**src/shared/sasp_pkg.sv**
```systemverilog
package sasp_pkg;

   // Register addresses on the peripheral bus
   localparam logic [15:0] SASP_ADDR_DATA  = 16'h3810;
   localparam logic [15:0] SASP_ADDR_STAT2 = 16'h3811;
   localparam logic [15:0] SASP_ADDR_SET   = 16'h3812;

   localparam int          SASP_WORD_W     = 16;
   localparam logic [15:0] SASP_SET_RESET  = 16'h8012;
   localparam logic [15:0] SASP_ZERO_WORD  = 16'h0000;

   // Setting register field positions
   localparam int SASP_B_IFSEL  = 15;
   localparam int SASP_B_OUT_EN = 14;
   localparam int SASP_B_IN_EN  = 13;
   localparam int SASP_B_DIV_HI = 12;
   localparam int SASP_B_DIV_LO = 10;
   localparam int SASP_B_ARST   = 9;
   localparam int SASP_B_SWAIT  = 8;
   localparam int SASP_B_LWAIT  = 7;
   localparam int SASP_B_OLEN   = 6;
   localparam int SASP_B_ILEN   = 5;
   localparam int SASP_B_SLAVE  = 4;
   localparam int SASP_B_SERR   = 3;
   localparam int SASP_B_LERR   = 2;
   localparam int SASP_B_SEN    = 1;
   localparam int SASP_B_LEN    = 0;

   // Frame lengths in bits and 16-bit accesses per frame
   localparam logic [6:0] SASP_FRAME_LONG  = 7'h40;
   localparam logic [6:0] SASP_FRAME_SHORT = 7'h20;
   localparam logic [6:0] SASP_CNT_ONE     = 7'h01;
   localparam logic [1:0] SASP_LAST_LONG   = 2'h3;
   localparam logic [1:0] SASP_LAST_SHORT  = 2'h1;
   localparam logic [1:0] SASP_SHORT_BASE  = 2'h2;

   // Master clock divider selections
   localparam logic [2:0] SASP_DIV_4_256  = 3'h0;
   localparam logic [2:0] SASP_DIV_8_256  = 3'h1;
   localparam logic [2:0] SASP_DIV_6_384  = 3'h2;
   localparam logic [2:0] SASP_DIV_12_384 = 3'h3;
   localparam logic [2:0] SASP_DIV_8_512  = 3'h4;
   localparam logic [2:0] SASP_DIV_16_512 = 3'h5;

   // Half bit-clock period in master clock rising edges
   function automatic logic [3:0] sasp_bclk_half(input logic [2:0] sel);
      case (sel)
         SASP_DIV_8_256:  sasp_bclk_half = 4'h4;
         SASP_DIV_6_384:  sasp_bclk_half = 4'h3;
         SASP_DIV_12_384: sasp_bclk_half = 4'h6;
         SASP_DIV_8_512:  sasp_bclk_half = 4'h4;
         SASP_DIV_16_512: sasp_bclk_half = 4'h8;
         default:         sasp_bclk_half = 4'h2;
      endcase
   endfunction : sasp_bclk_half

   // Half frame-clock period in bit-clock periods
   function automatic logic [5:0] sasp_lr_half(input logic [2:0] sel);
      case (sel)
         SASP_DIV_8_256, SASP_DIV_12_384, SASP_DIV_16_512: sasp_lr_half = 6'h10;
         default:                                          sasp_lr_half = 6'h20;
      endcase
   endfunction : sasp_lr_half

endpackage : sasp_pkg

```
**src/sasp_clk_div.sv**
```systemverilog
// Master-mode clock maker: bit clock and frame clock from the sampled master clock
module sasp_clk_div
   import sasp_pkg::*;
(
   input  wire logic       clk_sys,
   input  wire logic       rst_n,
   input  wire logic       enable,
   input  wire logic       mclk_pin,
   input  wire logic [2:0] div_sel,
   output logic            bclk_q,
   output logic            lrclk_q
);

   logic       mclk_prev_q, mclk_prev_d;
   logic [3:0] mcnt_q, mcnt_d;
   logic [5:0] lcnt_q, lcnt_d;
   logic       bclk_d, lrclk_d;

   // Count master clock rising edges; frame clock toggles on bit clock falls
   always_comb begin
      mclk_prev_d = mclk_pin;
      mcnt_d      = mcnt_q;
      lcnt_d      = lcnt_q;
      bclk_d      = bclk_q;
      lrclk_d     = lrclk_q;
      if (!enable) begin                       // Slave mode: master clock ignored
         mcnt_d  = '0;
         lcnt_d  = '0;
         bclk_d  = 1'b0;
         lrclk_d = 1'b0;
      end else if (mclk_pin && !mclk_prev_q) begin
         if (mcnt_q == sasp_bclk_half(div_sel) - 4'h1) begin
            mcnt_d = '0;
            bclk_d = !bclk_q;
            if (bclk_q) begin                  // Falling bit clock edge
               if (lcnt_q == sasp_lr_half(div_sel) - 6'h01) begin
                  lcnt_d  = '0;
                  lrclk_d = !lrclk_q;
               end else begin
                  lcnt_d = lcnt_q + 6'h01;
               end
            end
         end else begin
            mcnt_d = mcnt_q + 4'h1;
         end
      end
   end

   always_ff @(posedge clk_sys) begin
      if (!rst_n) begin
         mclk_prev_q <= 1'b0;
         mcnt_q      <= '0;
         lcnt_q      <= '0;
         bclk_q      <= 1'b0;
         lrclk_q     <= 1'b0;
      end else begin
         mclk_prev_q <= mclk_prev_d;
         mcnt_q      <= mcnt_d;
         lcnt_q      <= lcnt_d;
         bclk_q      <= bclk_d;
         lrclk_q     <= lrclk_d;
      end
   end

endmodule : sasp_clk_div

```
**src/sasp_audio_port.sv**
```systemverilog
// Functional notes
// - Master drives bit and frame clocks from master clock; slave takes them in.
// - After reset the bit clock pin is an input (slave mode).
// - Slave uses incoming bit clock directly; master divides the master clock.
// - Frame length 32 or 64 bits, chosen separately for input and output.
// - One frame clock period spans 32 or 64 bit clock cycles.
// - Serial input is sampled on each rising bit clock edge.
// - Serial output changes only on falling bit clock edges.
// - Core handshake by polling flags, bus wait states, or request outputs.
// - Data register store writes the 64-bit output holding register.
// - Empty output shifter reloads from output holding register, sent MSB first.
// - Store while store enable is 0 sets the store error flag.
// - After the fourth or second store, the store enable flag clears.
// - After a frame's last bit, input shifter is copied to input holding register.
// - Load while load enable is 0 sets the load error flag.
// - After the fourth or second load, the load enable flag clears.
// - Three-bit divider selects 4/256 to 16/512 master clock division; default 4/256.
// - Store enable sets when holding data moves to the shifter; 1 after reset.
// - Error flags stay 1 until the core writes 0 to them or requests a port reset.
// - Per-direction length bit: 0 means 64 bits (default), 1 means 32 bits.
module sasp_audio_port
   import sasp_pkg::*;
(
   input  wire logic        clk_sys,
   input  wire logic        rst_n,
   input  wire logic [15:0] bus_addr,
   input  wire logic        bus_wr,
   input  wire logic        bus_rd,
   input  wire logic [15:0] bus_wdata,
   output logic      [15:0] bus_rdata_q,
   output logic             bus_ack_q,
   output logic             bus_wait_q,
   output logic             out_req_q,
   output logic             in_req_q,
   input  wire logic        mclk_pin,
   input  wire logic        bclk_in,
   output logic             bclk_out_q,
   output logic             bclk_oe_n_q,
   input  wire logic        lrclk_in,
   output logic             lrclk_out_q,
   output logic             lrclk_oe_n_q,
   input  wire logic        serial_in_pin,
   output logic             serial_out_pin_q
);

   // Setting register bits 15..4 (bit 9 never held), flags and counters
   logic [15:4] set_q, set_d;
   logic        serr_q, serr_d, lerr_q, lerr_d, sen_q, sen_d, len_q, len_d;
   logic [15:0] stat2_q, stat2_d;
   logic [63:0] hold_out_q, hold_out_d, hold_in_q, hold_in_d;
   logic [63:0] tx_sr_q, tx_sr_d, rx_sr_q, rx_sr_d;
   logic [6:0]  rx_cnt_q, rx_cnt_d;
   logic        rx_sync_q, rx_sync_d;
   logic [1:0]  wr_cnt_q, wr_cnt_d, rd_cnt_q, rd_cnt_d;
   logic        bclk_prev_q, lr_rise_q, lr_rise_d, lr_fall_q, lr_fall_d;
   logic        serial_out_d, bus_ack_d, bus_wait_d, bclk_oe_n_d;
   logic [15:0] bus_rdata_d;
   logic        div_bclk, div_lrclk;

   logic        slave, olen32, ilen32, bclk_s, lrclk_s, bclk_rise, bclk_fall;
   logic        take, stall, go, is_data, is_set, is_stat2;
   logic        tx_load, rx_done, arst;
   logic [1:0]  wr_pos, rd_pos;
   logic [63:0] rx_shift;
   logic [6:0]  rx_next;

   assign slave  = set_q[SASP_B_SLAVE];
   assign olen32 = set_q[SASP_B_OLEN];
   assign ilen32 = set_q[SASP_B_ILEN];

   // Clock source: own divider in master mode, the pins in slave mode
   sasp_clk_div u_clk_div (
      .clk_sys (clk_sys),
      .rst_n   (rst_n),
      .enable  (!slave),
      .mclk_pin(mclk_pin),
      .div_sel (set_q[SASP_B_DIV_HI:SASP_B_DIV_LO]),
      .bclk_q  (div_bclk),
      .lrclk_q (div_lrclk)
   );

   assign bclk_s    = slave ? bclk_in : div_bclk;
   assign lrclk_s   = slave ? lrclk_in : div_lrclk;
   assign bclk_rise = bclk_s && !bclk_prev_q;
   assign bclk_fall = !bclk_s && bclk_prev_q;

   // Frame boundary is the falling frame clock; output reloads there
   assign tx_load = bclk_fall && !lrclk_s && lr_fall_q;
   assign rx_shift = {rx_sr_q[62:0], serial_in_pin};
   assign rx_next  = (!lrclk_s && lr_rise_q) ? SASP_CNT_ONE : rx_cnt_q + SASP_CNT_ONE;
   assign rx_done  = bclk_rise && set_q[SASP_B_IN_EN] && (rx_sync_q || (!lrclk_s && lr_rise_q))
                     && (rx_next == (ilen32 ? SASP_FRAME_SHORT : SASP_FRAME_LONG));

   // Bus decode; a held request is taken once, then acknowledged
   assign is_data  = (bus_addr == SASP_ADDR_DATA);
   assign is_stat2 = (bus_addr == SASP_ADDR_STAT2);
   assign is_set   = (bus_addr == SASP_ADDR_SET);
   assign take     = (bus_wr || bus_rd) && !bus_ack_q;
   assign stall    = is_data && ((bus_wr && !sen_q && set_q[SASP_B_SWAIT])
                              || (bus_rd && !bus_wr && !len_q && set_q[SASP_B_LWAIT]));
   assign go       = take && !stall;
   assign arst     = go && bus_wr && is_set && bus_wdata[SASP_B_ARST];
   assign wr_pos   = olen32 ? wr_cnt_q + SASP_SHORT_BASE : wr_cnt_q;
   assign rd_pos   = ilen32 ? rd_cnt_q + SASP_SHORT_BASE : rd_cnt_q;

   // Next state: bus actions, then serial events so a set wins over a clear, port reset last
   always_comb begin
      set_d        = set_q;
      serr_d       = serr_q;
      lerr_d       = lerr_q;
      sen_d        = sen_q;
      len_d        = len_q;
      stat2_d      = stat2_q;
      hold_out_d   = hold_out_q;
      hold_in_d    = hold_in_q;
      tx_sr_d      = tx_sr_q;
      rx_sr_d      = rx_sr_q;
      rx_cnt_d     = rx_cnt_q;
      rx_sync_d    = rx_sync_q;
      wr_cnt_d     = wr_cnt_q;
      rd_cnt_d     = rd_cnt_q;
      lr_rise_d    = bclk_rise ? lrclk_s : lr_rise_q;
      lr_fall_d    = bclk_fall ? lrclk_s : lr_fall_q;
      serial_out_d = serial_out_pin_q;
      bus_ack_d    = go;
      bus_wait_d   = take && stall;
      bus_rdata_d  = bus_rdata_q;
      bclk_oe_n_d  = slave;
      if (go && bus_wr) begin
         if (is_set) begin
            set_d = bus_wdata[15:4];
            set_d[SASP_B_ARST] = 1'b0;                            // Request bit reads back 0
            if (!bus_wdata[SASP_B_SERR]) serr_d = 1'b0;
            if (!bus_wdata[SASP_B_LERR]) lerr_d = 1'b0;
         end else if (is_stat2) begin
            stat2_d = bus_wdata;
         end else if (is_data) begin
            if (sen_q) begin
               hold_out_d[SASP_WORD_W*(3-int'(wr_pos)) +: SASP_WORD_W] = bus_wdata;
               if (wr_cnt_q == (olen32 ? SASP_LAST_SHORT : SASP_LAST_LONG)) begin
                  wr_cnt_d = '0;
                  sen_d    = 1'b0;
               end else begin
                  wr_cnt_d = wr_cnt_q + 2'h1;
               end
            end else begin
               serr_d = 1'b1;
            end
         end
      end else if (go && bus_rd) begin
         if (is_set) begin
            bus_rdata_d = {set_q, serr_q, lerr_q, sen_q, len_q};
         end else if (is_stat2) begin
            bus_rdata_d = stat2_q;
         end else if (is_data) begin
            bus_rdata_d = hold_in_q[SASP_WORD_W*(3-int'(rd_pos)) +: SASP_WORD_W];
            if (len_q) begin
               if (rd_cnt_q == (ilen32 ? SASP_LAST_SHORT : SASP_LAST_LONG)) begin
                  rd_cnt_d = '0;
                  len_d    = 1'b0;
               end else begin
                  rd_cnt_d = rd_cnt_q + 2'h1;
               end
            end else begin
               lerr_d = 1'b1;
            end
         end else begin
            bus_rdata_d = SASP_ZERO_WORD;                         // Unmapped address reads zero
         end
      end
      // Output side changes only on falling bit clock edges
      if (bclk_fall) begin
         if (!set_q[SASP_B_OUT_EN]) begin
            serial_out_d = 1'b0;
         end else if (tx_load) begin
            tx_sr_d      = olen32 ? {hold_out_q[31:0], 32'h0} : hold_out_q;
            serial_out_d = tx_sr_d[63];
            tx_sr_d      = {tx_sr_d[62:0], 1'b0};
            sen_d        = 1'b1;
         end else begin
            serial_out_d = tx_sr_q[63];
            tx_sr_d      = {tx_sr_q[62:0], 1'b0};
         end
      end
      // Input side shifts on rising edges; whole frame copied in one cycle
      if (bclk_rise && set_q[SASP_B_IN_EN]) begin
         rx_sr_d  = rx_shift;
         rx_cnt_d = rx_next;
         if (!lrclk_s && lr_rise_q) rx_sync_d = 1'b1;
         if (rx_done) begin
            hold_in_d = ilen32 ? {32'h0, rx_shift[31:0]} : rx_shift;
            len_d     = 1'b1;
            rx_cnt_d  = '0;
         end
      end
      // Port reset request: flags and counters back to idle
      if (arst) begin
         serr_d    = 1'b0;
         lerr_d    = 1'b0;
         sen_d     = 1'b1;
         len_d     = 1'b0;
         wr_cnt_d  = '0;
         rd_cnt_d  = '0;
         rx_cnt_d  = '0;
         rx_sync_d = 1'b0;
         tx_sr_d   = '0;
      end
   end

   // Register everything; reset gives slave mode with pins as inputs
   always_ff @(posedge clk_sys) begin
      if (!rst_n) begin
         set_q            <= SASP_SET_RESET[15:4];
         serr_q           <= SASP_SET_RESET[SASP_B_SERR];
         lerr_q           <= SASP_SET_RESET[SASP_B_LERR];
         sen_q            <= SASP_SET_RESET[SASP_B_SEN];
         len_q            <= SASP_SET_RESET[SASP_B_LEN];
         stat2_q          <= '0;
         hold_out_q       <= '0;
         hold_in_q        <= '0;
         tx_sr_q          <= '0;
         rx_sr_q          <= '0;
         rx_cnt_q         <= '0;
         rx_sync_q        <= 1'b0;
         wr_cnt_q         <= '0;
         rd_cnt_q         <= '0;
         bclk_prev_q      <= 1'b0;
         lr_rise_q        <= 1'b0;
         lr_fall_q        <= 1'b0;
         serial_out_pin_q <= 1'b0;
         bus_ack_q        <= 1'b0;
         bus_wait_q       <= 1'b0;
         bus_rdata_q      <= '0;
         bclk_oe_n_q      <= 1'b1;
         lrclk_oe_n_q     <= 1'b1;
         bclk_out_q       <= 1'b0;
         lrclk_out_q      <= 1'b0;
         out_req_q        <= 1'b0;
         in_req_q         <= 1'b0;
      end else begin
         set_q            <= set_d;
         serr_q           <= serr_d;
         lerr_q           <= lerr_d;
         sen_q            <= sen_d;
         len_q            <= len_d;
         stat2_q          <= stat2_d;
         hold_out_q       <= hold_out_d;
         hold_in_q        <= hold_in_d;
         tx_sr_q          <= tx_sr_d;
         rx_sr_q          <= rx_sr_d;
         rx_cnt_q         <= rx_cnt_d;
         rx_sync_q        <= rx_sync_d;
         wr_cnt_q         <= wr_cnt_d;
         rd_cnt_q         <= rd_cnt_d;
         bclk_prev_q      <= bclk_s;
         lr_rise_q        <= lr_rise_d;
         lr_fall_q        <= lr_fall_d;
         serial_out_pin_q <= serial_out_d;
         bus_ack_q        <= bus_ack_d;
         bus_wait_q       <= bus_wait_d;
         bus_rdata_q      <= bus_rdata_d;
         bclk_oe_n_q      <= bclk_oe_n_d;
         lrclk_oe_n_q     <= bclk_oe_n_d;
         bclk_out_q       <= div_bclk;
         lrclk_out_q      <= div_lrclk;
         out_req_q        <= sen_d && set_q[SASP_B_OUT_EN];
         in_req_q         <= len_d && set_q[SASP_B_IN_EN];
      end
   end

   // Checks next to the logic
   a_pin_dir: assert property (@(posedge clk_sys) disable iff (!rst_n)
      !bclk_oe_n_q |-> !$past(slave)) else $error("bit clock driven in slave mode");
   a_reset_slave: assert property (@(posedge clk_sys)
      $past(!rst_n) && rst_n |-> bclk_oe_n_q && lrclk_oe_n_q) else $error("clock pins driven after reset");
   a_div_mclk: assert property (@(posedge clk_sys) disable iff (!rst_n)
      !slave && $changed(div_bclk) |-> $past(mclk_pin) && !$past(mclk_pin, 2))
      else $error("bit clock moved without a master clock edge");
   a_out_fall: assert property (@(posedge clk_sys) disable iff (!rst_n)
      $changed(serial_out_pin_q) |-> $past(bclk_fall)) else $error("serial output changed off a falling edge");
   a_in_capture: assert property (@(posedge clk_sys) disable iff (!rst_n)
      $changed(hold_in_q) && !$past(arst) |-> $past(bclk_rise) && len_q) else $error("input frame captured off edge");
   a_store_error: assert property (@(posedge clk_sys) disable iff (!rst_n)
      go && bus_wr && is_data && !sen_q |=> serr_q) else $error("store error not flagged");
   a_store_count: assert property (@(posedge clk_sys) disable iff (!rst_n)
      go && bus_wr && is_data && sen_q && wr_cnt_q == (olen32 ? SASP_LAST_SHORT : SASP_LAST_LONG) && !tx_load
      |=> !sen_q && wr_cnt_q == 2'h0) else $error("store enable not cleared after last word");
   a_load_error: assert property (@(posedge clk_sys) disable iff (!rst_n)
      go && bus_rd && !bus_wr && is_data && !len_q |=> lerr_q) else $error("load error not flagged");
   a_load_count: assert property (@(posedge clk_sys) disable iff (!rst_n)
      go && bus_rd && !bus_wr && is_data && len_q && !rx_done
      && rd_cnt_q == (ilen32 ? SASP_LAST_SHORT : SASP_LAST_LONG) |=> !len_q) else $error("load enable stuck");
   a_sen_set: assert property (@(posedge clk_sys) disable iff (!rst_n)
      tx_load && set_q[SASP_B_OUT_EN] |=> sen_q ##1 1'b1) else $error("store enable not set on reload");
   a_err_sticky: assert property (@(posedge clk_sys) disable iff (!rst_n)
      serr_q && !(go && bus_wr && is_set) |=> serr_q) else $error("store error dropped without a write");

endmodule : sasp_audio_port

```
**config.mk**
```make
export PLATFORM = sky130hd
export DESIGN_NAME = sasp_audio_port
export DESIGN_NICKNAME = d
export VERILOG_FILES = /design/src/shared/sasp_pkg.sv /design/src/sasp_clk_div.sv /design/src/sasp_audio_port.sv
export SDC_FILE = /design/constraint.sdc
export NUM_CORES = 1
export LEC_CHECK = 0
export ABC_CLOCK_PERIOD_IN_PS = 3700
export BUFFER_PORTS_ARGS = -buffer_cell sky130_fd_sc_hd__buf_2
export CORE_UTILIZATION = 25
export CTS_CLUSTER_SIZE = 30
export DETAILED_ROUTE_END_ITERATION = 8
export PLACE_DENSITY = 0.39
export SLEW_MARGIN = 5
export SYNTH_ARGS = -nofsm -noshare
export SYNTH_HDL_FRONTEND = slang
export SYNTH_SLANG_ARGS = --single-unit
```
**constraint.sdc**
```tcl
create_clock -name clk_sys -period 3.7 [get_ports clk_sys]
set_input_delay 0.74 -clock clk_sys [delete_from_list [all_inputs] [get_ports clk_sys]]
set_output_delay 0.74 -clock clk_sys [all_outputs]
set_load 0.01 [all_outputs]
```
==> metrics.cfg <==
[hold_path]
hold_path.class=input pin to register

[worst_setup_path]
start_kind=register
required_ns=4.20
r2r_slack_ns=0.67
crit_arrival_ns=3.53
setup.worst_path.class=register to register
crit_fanout=32
end_kind=register

[drt]
drt_iter0_drc=906
drt-pass1-iter-count=7
drt_wl_total_mm=43.8
drc=0
antenna_left=0
routedWlPerCell_um=19.1
routed_via_density=5.06
vias=11597

[final_layout]
stdcell_area_um2=16300
fin_cells=2292
multi_input_area_um2=6550
seqCellArea_um2=6750
drive_gt1_share_pct=13.3
fillers=5792
syn2layout_area_growth_pct=18.0
antennaDiodeCount=0
nets=1615

[run_status]
status=complete, no violations

[logic_synthesis]
synth_top_area_share_pct=48.8
yosys_warnings=0
yosysSeqAreaShare_pct=48.8
synth_seq_cells=337
syn_area_per_cell_um2=8.88
synth_edf_count=0
syn_area_um2=13800
synth-async-reset-ratio_pct=0
syn_inst=1557
synth.most_common_cell=dfxtp_1
synth_area_leaders=dfxtp_1 49%, nand2_1 6.5%, a21oi_1 6.1%, nor2_1 4.0%, nand3_1 3.8%
synth_common_cells=337 x dfxtp_1, 238 x nand2_1, 169 x a21oi_1
synth_top_area_cell=dfxtp_1
synthesis.nets=1606
ys.flop_type=dfxtp_1
synth.distinct_cells=61

[cts]
holdBufCountCts=0
cts_htree_levels=2
clock_latency_ns=0.58
cts_tree=yes
cts_root_buffer=clkbuf_16
ctsResizeCount=0
numCtsBuffers=41
clkTransAtPathRegs_ns=0.06
post-cts-setup-buffer-count=0
numClockSinks=337
clockBufferDepth=3

[global_routing]
grt_pass1_vias=11045
antenna_found_initial=5
grt_max_degree=109
grt_first_pass_wirelength_mm=67.8
grt_use_total_pct=15.4
grt_overflow=0

[timing]
skew_ns=0.0240
relSlewSlack_pct=28.5
rsz0062_at_grt=no
setup_ws_ns=0.668
worstMarginPinSlew_ns=1.07
max_freq_ghz=0.330
finalSetupTns_ns=0
finalHoldViolations=0
setup_viol=0
post-route-period-util_pct=82.0
fin_crit_ns=3.03
slew_violations=0

[floorplan]
die_w_um=237
die_h_um=237
design.core.area_um2=54200
pin_count=65
rows=85
design.die.area_um2=56300
start_util_pct=25.5

[pwr]
power.leakage_nw=5.52
ir_worst_vdd_mv=0.317
p_per_area_nw_per_um2=490
p_total_w=0.00799

[placed_design]
place_area_um2=14900
pre_cts_ws_ns=0.323
dp_cells=2219
place_congestion=0.734
hpwl_mm=27.3
port_buffers=64

[flow_run]
maxCapViolCount=0

-- final cells by class --
| type | count | area share (%) |
|---|---|---|
| clock buffer | 63 | 7.65 |
| clock inverter | 10 | 0.928 |
| inverter | 11 | 0.268 |
| multi-input combinational | 1069 | 40.2 |
| sequential | 337 | 41.4 |
| tap | 696 | 5.34 |
| timing repair buffer | 106 | 4.29 |
-- metrics by stage --
stage | utilization (%) | hold WS (ns)
floorplan | - | 0.434
global placement | 27.5 | 0.443
detailed placement | 27.5 | 0.450
CTS | 30.1 | 0.379
global route | 30.1 | 0.388
finish | 30.1 | 0.403
-- layer usage --
| metal | part of all wire, % | routed length [um] | global-route usage (%) |
|---|---|---|---|
| met4 | 2.9 | 1250 | 5.65 |
| met3 | 4.1 | 1790 | 2.42 |
| met5 | 0.027 | 12 | 0 |
| met1 | 48 | 20900 | 21.1 |
| met2 | 45 | 19800 | 24.3 |
-- path summary, 6_finish.rpt --
kind	from	endpoint	cells past startpoint
setup / recovery	set_q[4]	hold_in_q[53]	8
hold / removal	mclk_pin	u_clk_div.mclk_prev_q	2
setup reg to reg	set_q[4]	hold_in_q[53]	8
hold reg to reg	stat2_q[13]	stat2_q[13]	2
-- power breakdown --
group          switching, W  internal (W)
Combinational      0.000149     0.0000517
Sequential        0.0000166       0.00364
Clock               0.00165       0.00248
-- registers in the layout (all words and copies together), names as in the netlist, 2 cells and up --
name	flops
hold_in_q	64
hold_out_q	64
rx_sr_q	63
tx_sr_q	63
bus_rdata_q	16
stat2_q	16
set_q	11
rx_cnt_q	7
u_clk_div.lcnt_q	6
u_clk_div.mcnt_q	4
rd_cnt_q	2
wr_cnt_q	2
-- logic make-up (layout without fill, tap and decap cells) --
family / Yosys count / in the layout / share of synthesized area [%]
multiplexers: 67 / 67 / 6.31
AO/OA/AOI/OAI: 432 / 432 / 21.8
XOR/XNOR: 12 / 12 / 0.859
flip-flops: 337 / 337 / 48.8
AND/OR/NAND/NOR: 549 / 549 / 17.2
adder cells (fa/ha/maj): 9 / 9 / 0.814
buffers and inverters: 151 / 190 / 4.28
-- layout by cell type (no fill, tap or decap), types with 7 or more instances in the layout --
cell type | Yosys | layout
a211oi_1 | 35 | 35
a21oi_1 | 169 | 169
a221o_1 | 31 | 31
a222oi_1 | 44 | 44
a22o_1 | 32 | 32
buf_2 | 16 | 63
buf_4 | 1 | 38
clkbuf_1 | 106 | 8
clkbuf_16 | 0 | 41
clkbuf_8 | 0 | 14
dfxtp_1 | 337 | 336
ha_1 | 9 | 9
inv_1 | 10 | 9
mux2i_1 | 50 | 50
mux4_2 | 16 | 16
nand2_1 | 238 | 237
nand3_1 | 106 | 105
nor2_1 | 148 | 146
nor3_1 | 11 | 8
o21ai_0 | 26 | 26
o31ai_1 | 66 | 66
xor2_1 | 7 | 7
-- critical path: stages, from the launching register on --
cell and delay, ns:
dfxtp_1 0.56, mux2i_1 0.25, a2111oi_2 0.40, buf_4 0.22, o211a_1 0.22, buf_4 0.44, and3_1 0.40, buf_4 0.30
a22o_1 0.16
Power figures use the tool's default switching activity.
